### src/postld_pkg.sv
`default_nettype none

package postld_pkg;

  // ----------------------------------------------------------------
  // host i/o write side
  // ----------------------------------------------------------------
  localparam int ADDR_W = 16;
  localparam int DATA_W = 8;
  localparam logic [ADDR_W-1:0] CHECKPOINT_ADDR = 16'h0080;

  // ----------------------------------------------------------------
  // indicator layout
  // ----------------------------------------------------------------
  localparam int LED_COUNT = 4;
  localparam int RED_BASE = 4;
  localparam int GREEN_BASE = 0;

  // ----------------------------------------------------------------
  // reset values
  // ----------------------------------------------------------------
  localparam logic [DATA_W-1:0] CODE_RESET = 8'h00;
  localparam logic [LED_COUNT-1:0] LED_RESET = 4'h0;

  function automatic logic postld_is_checkpoint_write(
      input logic wr_strobe,
      input logic [ADDR_W-1:0] addr);
    return wr_strobe && (addr == CHECKPOINT_ADDR);
  endfunction

endpackage

`default_nettype wire

### src/postld_code_if.sv
`default_nettype none

interface postld_code_if;
  import postld_pkg::*;

  logic [DATA_W-1:0] code;
  logic loaded;

  modport src (
    output code,
    output loaded
  );

  modport dst (
    input code,
    input loaded
  );
endinterface

`default_nettype wire

### src/postld_led_map.sv
`default_nettype none

module postld_led_map (
  // clock and reset
  input wire logic ref_clk,
  input wire logic reset_n,
  // captured code
  postld_code_if.dst code_in,
  // indicator drive, active high
  output logic [postld_pkg::LED_COUNT-1:0] red_led,
  output logic [postld_pkg::LED_COUNT-1:0] green_led
);
  import postld_pkg::*;

  // ----------------------------------------------------------------
  // per-position drive
  // ----------------------------------------------------------------
  // registered so the pins never glitch while the code byte settles
  for (genvar i = 0; i < LED_COUNT; i++) begin : g_pos
    always_ff @(posedge ref_clk or negedge reset_n) begin
      if (!reset_n) begin
        red_led[i] <= 1'b0;
        green_led[i] <= 1'b0;
      end else begin
        red_led[i] <= code_in.code[RED_BASE+i];
        green_led[i] <= code_in.code[GREEN_BASE+i];
      end
    end

  end
endmodule

`default_nettype wire

### src/postld_decoder.sv
`default_nettype none

module postld_decoder (
  // clock and reset
  input wire logic ref_clk,
  input wire logic reset_n,
  // host i/o write, same clock domain
  input wire logic io_wr_strobe,
  input wire logic [postld_pkg::ADDR_W-1:0] io_addr,
  input wire logic [postld_pkg::DATA_W-1:0] io_wr_data,
  // indicators and captured code
  output logic [postld_pkg::LED_COUNT-1:0] red_led,
  output logic [postld_pkg::LED_COUNT-1:0] green_led,
  output logic [postld_pkg::DATA_W-1:0] checkpoint_code
);
  import postld_pkg::*;

  postld_code_if code_bus ();

  logic capture;

  // ----------------------------------------------------------------
  // checkpoint capture
  // ----------------------------------------------------------------
  // reads and other addresses are ignored; a stalled boot keeps its code
  assign capture = postld_is_checkpoint_write(io_wr_strobe, io_addr);

  always_ff @(posedge ref_clk or negedge reset_n) begin
    if (!reset_n) begin
      code_bus.code <= CODE_RESET;
    end else if (capture) begin
      code_bus.code <= io_wr_data;
    end
  end

  always_ff @(posedge ref_clk or negedge reset_n) begin
    if (!reset_n) begin
      code_bus.loaded <= 1'b0;
    end else if (capture) begin
      code_bus.loaded <= 1'b1;
    end
  end

  assign checkpoint_code = code_bus.code;

  // ----------------------------------------------------------------
  // led drive
  // ----------------------------------------------------------------
  postld_led_map u_map (
    .ref_clk(ref_clk),
    .reset_n(reset_n),
    .code_in(code_bus.dst),
    .red_led(red_led),
    .green_led(green_led)
  );

  // ----------------------------------------------------------------
  // per-position checks
  // ----------------------------------------------------------------
  // each position must follow its own pair of written bits
  for (genvar p = 0; p < LED_COUNT; p++) begin : g_chk

  end
endmodule

`default_nettype wire

### config.mk
export PLATFORM = sky130hd
export DESIGN_NAME = postld_decoder
export DESIGN_NICKNAME = d
export VERILOG_FILES = /design/src/postld_pkg.sv /design/src/postld_code_if.sv /design/src/postld_led_map.sv /design/src/postld_decoder.sv
export SDC_FILE = /design/constraint.sdc
export NUM_CORES = 1
export LEC_CHECK = 0
export ABC_CLOCK_PERIOD_IN_PS = 800
export BUFFER_PORTS_ARGS = -buffer_cell sky130_fd_sc_hd__buf_2
export CORE_AREA = 2 2 44 46
export DETAILED_ROUTE_END_ITERATION = 10
export DIE_AREA = 0 0 46 48
export PLACE_DENSITY = 0.75
export SLEW_MARGIN = 0
export SYNTH_ARGS = -nofsm -noshare
export SYNTH_HDL_FRONTEND = slang
export SYNTH_SLANG_ARGS = --single-unit
### constraint.sdc
create_clock -name ref_clk -period 0.8 [get_ports ref_clk]
set_input_delay 0.16 -clock ref_clk [delete_from_list [all_inputs] [get_ports ref_clk]]
set_output_delay 0.16 -clock ref_clk [all_outputs]
set_load 0.02 [all_outputs]
After elaboration in Yosys (flattened, before gate mapping). Cells that the tools add are included.

Logic and storage cells: 11. Bits in latches: 0. Memory bits (writable): 0. Memories: 0. Register bits: 16. ROM bits: 0.

Bitwise logic cells: 0. Shift operators: 0. Mux-type cells: 0. $add $sub $neg: 0. Multipliers: 0. Divide/modulo/power cells: 0. Reductions and logical operators: 1. Equality and inequality tests: 1. $lt $le $gt $ge: 0.

Operators with widths (number): equality test 16 x 8 -> 1 bit, second input constant (1); logical AND 1 bit (1).

Depth between registers and ports, before layout. Gate-level depths: netlist (run 1).

Word-level depth: 2. Mapped depth: 4. Mapped depth without buffers: 4.

Hierarchy. A second synthesis (run 1) with hierarchy kept.

Cells, all modules: 32. Area total of the unflattened synthesis: 581.8 um^2.

By module, submodules not included: postld_decoder (instances 1, cells an instance 24, area each 381.6 um^2, sequential area each 225.2 um^2); postld_led_map (instances 1, cells an instance 8, area each 200.2 um^2, sequential area each 200.2 um^2).

Worst setup path before layout (run 1). No wires, ideal clock.

Kind: input to register. From: input port io_addr[5] in the netlist's numbering. To: register code_bus.code[0], in the netlist checkpoint_code[0]. Arrival time: 1485 ps. Setup time: 125 ps. Stages: 3. Path slack: -810 ps. Buffers on the path: 0. Cells stage by stage: or4b_4 -> nor4_4 -> mux2_2.

Word-level cells in the longest chain between the ends: 2.

RTL lines: start, declared (line postld_decoder.sv:9) `input wire logic [postld_pkg::ADDR_W-1:0] io_addr,`; equality test 16 x 8 -> 1 bit (line postld_pkg.sv:28) `return wr_strobe && (addr == CHECKPOINT_ADDR);`; logical AND 1 bit (line postld_pkg.sv:28); end signal, assigned (line postld_decoder.sv:32) `code_bus.code <= io_wr_data;`; end, declared (line postld_code_if.sv:6) `logic [DATA_W-1:0] code;`.

Every way passes these cells. A chain may end at the register's enable or synchronous reset.

Worst setup path after layout (run 1).
From: input port io_addr[5] in the netlist's numbering. To: register code_bus.code[1], in the netlist checkpoint_code[1].

Same word-level chain as after synthesis.

==> results of run 1 <==
==> synthesized netlist by cell type <==
cell,n
sky130_fd_sc_hd__nor4_1,1
sky130_fd_sc_hd__or4b_4,1
sky130_fd_sc_hd__mux2_2,8
sky130_fd_sc_hd__nor3_1,1
sky130_fd_sc_hd__nor4_4,1
sky130_fd_sc_hd__nor4b_1,1
sky130_fd_sc_hd__nand3_1,1
sky130_fd_sc_hd__dfrtp_1,16
==> layout make-up <==
cell class	instances	area, sq um	area share, %
Clock buffer	3	22.52	2.253
Multi-Input combinational cell	14	168.9	16.90
Sequential cell	16	400.4	40.05
Tap cell	17	21.27	2.128
Timing Repair Buffer	51	386.6	38.67
==> final timing paths <==
check                                   start            endpoint  cells past startpoint
min in group asynchronous             reset_n  u_map.green_led[3]                      2
max in group asynchronous             reset_n  u_map.green_led[2]                      2
max                                io_addr[5]  checkpoint_code[1]                      5
min                             io_wr_data[0]  checkpoint_code[0]                      2
min reg2reg                checkpoint_code[3]  u_map.green_led[3]                      0
max reg2reg                checkpoint_code[2]  checkpoint_code[2]                      2
==> per-stage QoR <==
stage               setup TNS (ps)  area [sq um]  hold slack [ps]  std cells  util [%]
finish                       -6891         999.7            116.9        101     59.19
global route                 -7831         999.7            111.2        101     59.19
CTS                          -7201         977.2            104.7        100     57.85
detailed placement           -6973         797.0            90.32         91     47.19
global placement             -6881         797.0            84.38         91     47.19
floorplan                    -6480         550.5           -135.6         30         -
==> worst register-to-register path, cell delays in order, from the launching register on <==
cell                      delay, ps
sky130_fd_sc_hd__dfrtp_1        400
sky130_fd_sc_hd__buf_4          140
sky130_fd_sc_hd__mux2_4         260
==> routing by layer <==
layer,global-route usage (%),part of all wire [%],up-vias
met5,0,0,-
met4,3.429,0.33,0
met1,11.35,37,210
li1,-,-,218
met2,23.33,48,32
met3,3.774,14,2
==> flip-flops by register name (all words and copies together) (netlist names) <==
name	flops
checkpoint_code	8
u_map.green_led	4
u_map.red_led	4
==> logic make-up (layout without fill, tap and decap cells) <==
kind of cell | count (synthesis) | count (layout)
flops | 16 | 16
simple gates | 6 | 6
mux | 8 | 8
buf+inv | 0 | 54
==> power groups by stage <==
stage                     Clock (mW)  Combinational (mW)  Sequential, mW
after floorplan                    0             0.00810           0.825
after global placement             0              0.0856           0.824
after detailed placement           0              0.0875           0.824
after CTS                      0.415              0.0956           0.808
after global routing           0.436               0.105           0.809
final                          0.387              0.0939           0.808
==> what timing repair did <==
action	in CTS	in global routing
cloned	0	0
buffers inserted	5	1
gates resized for setup	34	4
hold endpoints to repair	16	0
hold buffers	1	0
setup endpoints to repair	24	24
==> impl.org, run 1 <==
** Run
- MaxCap Viol Count :: 0

** Floorplanning
- Core area :: 0.001689 sq mm
- Boundary pin count :: 43
- The die covers 0.002208 sq mm.
- Die height :: 48 um
- The die is 46 um wide.
- In this run the core area contains 15 standard-cell rows.
- Initial core utilization :: 32.59%

** Synthesis
- Post-synthesis adder-cell area fraction :: 0%
- Cell type contributing the most total cell area after synthesis :: sky130_fd_sc_hd__dfrtp_1
- Synthesis handed over a netlist of 30 instances.
- Mean instance size in the synthesized netlist :: 18.35 sq um
- Summing the areas of all xor and xnor instances in the mapped netlist gives 0% of the synthesized area.
- After synthesis, the largest area contributor takes up 72.73% of total cell area.
- Post-Synth Simple-Gate Area :: 10.91%
- Flip-flop and latch count after synthesis :: 16
- Summing every instance area after synthesis gives 550.5 sq um.
- Fraction of the yosys area taken by sequential cells :: 72.73%
- Yosys printed 0 warnings.
- Unique masters post-synth :: 8
- Nets in the synthesized netlist :: 57
- Portion of netlist area occupied by mux cells :: 16.36%
- By area, the combinational part of the netlist is dominated by multiplexers.
- Share of the synthesized area in compound gates (AO/OA/AOI/OAI) :: 0%
- Cell types occupying the most area after synthesis :: sky130_fd_sc_hd__dfrtp_1, sky130_fd_sc_hd__mux2_2, sky130_fd_sc_hd__nor4_4

** Worst setup path
- Sort of element at the start of the critical path :: input port
- In this design, the stage delay of the slowest critical-path cell is 530 ps.
- Critical Path, Cell by Cell :: buf_6 > or4b_4 > nor4_4 > buf_4 > mux2_2
- Top fanout value on the critical path :: 4
- The kind of cell with the highest combined delay along the critical path is simple AND/OR/NAND/NOR gates.
- Across all register-to-register paths, the minimum setup slack is -110 ps.
- Crit path max-delay cell type :: sky130_fd_sc_hd__or4b_4
- The worst setup path is captured at a register.
- Data on the critical path arrives at its endpoint at 1530 ps.
- The worst setup path is of the in -> reg kind.
- For the worst setup path, the data required time is 960 ps.
- Counting both buffers and inverters, the worst setup path holds a total of 2.

** Clock tree
- H-tree levels :: 1
- CTS tree :: done
- Number of sinks handled by clock tree synthesis :: 16
- Clock tree root buffer cell :: sky130_fd_sc_hd__clkbuf_4
- Clock Latency Late Sink :: 270 ps
- Counting the buffers created by CTS gives 3.
- Number of buffers on the longest clock path :: 2
- After clock tree synthesis, the clock-pin slew on the worst setup and hold paths is 80 ps.

** Detailed routing
- Post-route ant nets :: 0
- The routed layout has 462 vias.
- Detailed-routing iteration count for the pre-antenna-repair pass :: 1
- For this run, design rule violations remaining after detail routing come to 0.
- DRT iter0 DRCs :: 0
- After detailed routing, the total wire length is 1221 um.
- Number of vias per cell :: 4.574
- WL per Instance :: 12.09 um

** Cells and area
- Number of nets at the end of the flow :: 113
- The filler cells instantiated in the layout total 132.
- Fraction of final layout cells with drive strength greater than 1 :: 75.00%
- Area overhead of the layout relative to synthesis :: 81.59%
- Most common cell after layout, fill and taps aside :: sky130_fd_sc_hd__buf_2
- The top cell types in the final layout, fill and taps aside, are sky130_fd_sc_hd__buf_2, sky130_fd_sc_hd__buf_6, sky130_fd_sc_hd__dfrtp_1.
- Antenna diodes :: 0

** Power
- P_sw :: 250.6 uW
- Per report_power, the combinational group accounts for 7.3% of the total.
- Total power for the finished layout comes to 1.290 mW.
- Across the VDD grid, the largest voltage drop is 804.7 uV.
- Part of the power in the clock network :: 30.0%
- Dividing total power by cell area gives a power density of 1290 mW/mm^2.
- For this design the static power due to leakage is 0.5463 nW.
- The internal portion of the total power is 1.039 mW.
- Power share of the sequential group :: 62.7%
- Net switching share of the total power :: 19.43%

** Status
- The run finished, with violations left.
- Violations in the final reports :: negative setup slack

** Timing
- Of the available clock period, the critical path in the final layout requires 171.4%.
- Post-route setup slack :: -571.3 ps
- Headroom to the max-slew limit came out at 77.08%.
- The smallest clock period supported by the final layout is computed as 1371 ps.
- Setup repair after global routing could not meet its margin everywhere.
- Final hold violations :: 0
- Setup violations remaining at the end of the flow were counted as 24.
- Clock skew on the completed layout was measured at 0.5380 ps.
- Static timing analysis puts the maximum clock frequency at 729.2 MHz.
- Actual slew at the worst max-slew pin :: 343.8 ps
- Pins over their slew limit :: 0

** Placement
- Before CTS, the worst setup slack after placement is -877.6 ps.
- The HPWL after detailed placement is 934 um.
- During placement, the flow inserted port buffers numbering 42.
- At the end of routability-driven placement, the weighted congestion stood at 0.6743.

** GRT
- The first global-routing pass estimated 1807 um of wire.
- Entering global routing, the biggest net connects 17 pins.
- Across every metal layer, demand over resource in global routing totals 11.72%.
- Vias in the first global route :: 482
- Initial antenna violation count :: 0
- For this run the aggregate overflow at the end of global routing stands at 0.

** Hold path
- The min-delay analysis places its worst path in the category in -> reg.
Power figures use the tool's default switching activity.
==> run 2: changes to the inputs <==
Settings changed: SETUP_SLACK_MARGIN from default to 0.4.
==> impl.org, run 2 (same netlist as run 1, synthesis figures left out) <==
** Timing
- Setup violators final :: 24 (unchanged)
- Actual slew at the worst max-slew pin :: 345.0 ps (+1.171 ps)
- The final hold slack came to -217.6 ps (-334.6 ps).
- Worst clock skew :: 0.2447 ps (-0.2933 ps)
- The share of the cycle needed by the critical path after routing came to 171.3% (about the same).
- The achievable frequency came to 729.5 MHz (about the same).
- The setup TNS was -6973 ps (-82.06 ps).
- Max-slew headroom at the worst pin :: 77.00% (-0.078 points)
- Min Tclk post-route :: 1371 ps (-0.4970 ps)
- The post-route worst setup slack came to -570.8 ps (+0.4970 ps).
- Setup repair after global routing missed its margin :: true
- Final hold violations :: 16 (+16)
- Pins over their slew limit :: 0 (unchanged)

** Worst setup path
- The worst setup path is of the in -> reg kind.
- Top fanout value on the critical path :: 4 (unchanged)
- FF-to-FF setup slack :: -110 ps (about the same)
- Arrival time of the worst setup path :: 1530 ps (about the same)
- Worst Path Required :: 960 ps (about the same)
- Worst reg2reg path endpoint :: checkpoint_code[2]
- The startpoint identified for the worst register-to-register timing path is checkpoint_code[2].
- Cell count of the worst reg-to-reg path :: 2 (unchanged)
- Endpoint type of the worst setup path :: register
- STA classifies the critical path startpoint as an input port.

** Cells and area
- The area of combinational cells with multiple inputs is 168.9 sq um (unchanged).
- Leaving out fill and tap cells, the most frequent cells in the layout are sky130_fd_sc_hd__buf_2, sky130_fd_sc_hd__buf_6, sky130_fd_sc_hd__dfrtp_1.
- The final cell area excluding filler cells is 0.001012 sq mm (+1.3%).
- Most common cell after layout, fill and taps aside :: sky130_fd_sc_hd__buf_2
- The layout filler cell count is 134 (+1.5%).
- Area overhead of the layout relative to synthesis :: 83.86%
- Fraction of final layout cells with drive strength greater than 1 :: 75.90% (+0.90 points)
- The number of flip-flops under the largest register name is 8 (unchanged).
- Final Core Density :: 59.93% (+0.74 points)
- Number of nets at the end of the flow :: 112 (-0.88%)
- The area used by sequential logic in the layout was 400.4 sq um (unchanged).
- The number of diodes came to 0 (unchanged).

** Floorplanning
- The vertical die dimension is 48 um (unchanged).
- The floorplan core area is 0.001689 sq mm (unchanged).
- Initial core utilization :: 32.59% (unchanged)
- The number of core rows was 15 (unchanged).
- Die ar. :: 0.002208 sq mm (unchanged)
- The I/O pin count is 43 (unchanged).
- Width of the die :: 46 um (unchanged)

** Hold path
- The worst hold path belongs to the class in -> async.

** Clock tree
- The number of clock sinks seen by CTS came to 16 (unchanged).
- Number of buffers on the longest clock path :: 2 (unchanged)
- The clock-pin slew reported for the worst setup and hold paths after clock tree synthesis came to 80 ps (about the same).
- Number of buffers added by the clock tree synthesis step :: 3 (unchanged)
- TritonCTS built the clock tree.
- The clock latency at the later pin of the worst-skew pair was 270 ps (about the same).
- Clock tree root buffer cell :: sky130_fd_sc_hd__clkbuf_4
- The deepest level of the CTS H-tree came to 1 (unchanged).

** GRT
- The overall routing resource usage was 11.64% (-0.079 points).
- Vias in the first global route :: 473 (-1.9%)
- Initial antenna violation count :: 0 (unchanged)
- The first-pass GRT wire length came to 1794 um (-0.72%).
- Largest net degree at the start of global routing :: 17 (unchanged)
- The global route total overflow came to 0 (unchanged).

** Placement
- The area of placed instances is 797.0 sq um (unchanged).
- Worst slack, placed :: -877.6 ps (unchanged)
- Number of buffers inserted by port buffering :: 42 (unchanged)
- Placer congestion estimate :: 0.6743 (unchanged)
- The final HPWL from detailed placement came to 934 um (unchanged).

** Power
- Power per unit of standard cell area :: 1271 mW/mm^2 (-1.4%)
- The worst vdd rail ir drop was 805.3 uV (about the same).
- Leakage dissipation :: 0.5463 nW (about the same)

** Detailed routing
- DRT Wirelength :: 1230 um (+0.74%)
- Detailed-routing iteration count for the pre-antenna-repair pass :: 1 (unchanged)
- DRT iter0 DRCs :: 0 (unchanged)
- The detail-routed net length per standard cell is 12.30 um (+1.7%).
- Total via count after detailed routing :: 456 (-1.3%)
- Post-route ant nets :: 0 (unchanged)
- The post-route DRC violation count was 0 (unchanged).
- Number of vias per cell :: 4.560 (-0.31%)

** Status
- The flow ran to the end, but the final reports show violations.
- The checks that failed: negative hold slack, negative setup slack.

** Run
- MaxCap Viol Count :: 0 (unchanged)
[run 2: cell count changes in the layout (fill, tap and decap cells not counted), sizes merged]
cell         change
dlygate4sd3      -1
[run 2: stage by stage]
| stage | power (mW) | cells |
|---|---|---|
| global route | 1.347 | 100 |
| finish | 1.287 | 100 |
| floorplan | 0.8332 | 30 |
| global placement | 0.9100 | 91 |
| CTS | 1.315 | 99 |
| detailed placement | 0.9119 | 91 |
[run 2: report_power, final]
group | total (mW) | switching [mW] | internal (mW)
combinational | 0.0901 | 0.0363 | 0.0538
sequential | 0.808 | 0.000195 | 0.808
clock | 0.388 | 0.215 | 0.174
total | 1.29 | 0.251 | 1.04
[run 2: routing by layer]
metal	vias up	track usage [%]	wire length (um)
met1	206	11.58	463
met3	2	3.774	168
li1	216	-	-
met4	0	3.429	8
met2	32	22.78	589
met5	-	0	0
[run 2: worst max-delay path by stage]
| stage | start | end | slack, ps | cells after the start |
|---|---|---|---|---|
| 2_1_floorplan | io_addr[5] | checkpoint_code[0] | -810 | 3 |
| 3_3_place_gp | io_addr[5] | checkpoint_code[1] | -870 | 5 |
| 3_5_place_dp | io_addr[5] | checkpoint_code[2] | -880 | 5 |
| 4_1_cts | io_addr[5] | checkpoint_code[7] | -570 | 5 |
| 5_1_grt | io_addr[5] | checkpoint_code[0] | -630 | 5 |
| 6_report | io_addr[5] | checkpoint_code[1] | -570 | 5 |
[run 2: timing repair]
| action | CTS | global route |
|---|---|---|
| endpoints found under the hold margin | 16 | 16 |
| buffers inserted | 5 | 1 |
| gates resized for setup | 39 | 5 |
| setup endpoints to repair | 32 | 32 |
[run 2: final cells by class]
class / count / area share (%)
repair buffers: 50 / 39.43
clock buffers: 3 / 2.225
multi-input cells: 14 / 16.69
well taps: 17 / 2.101
flip-flops and latches: 16 / 39.56
[run 2: critical path: stages]
cell and delay (ps):
sky130_fd_sc_hd__buf_6 90, sky130_fd_sc_hd__or4b_4 530, sky130_fd_sc_hd__nor4_4 240, sky130_fd_sc_hd__buf_4 190, sky130_fd_sc_hd__mux2_2 320
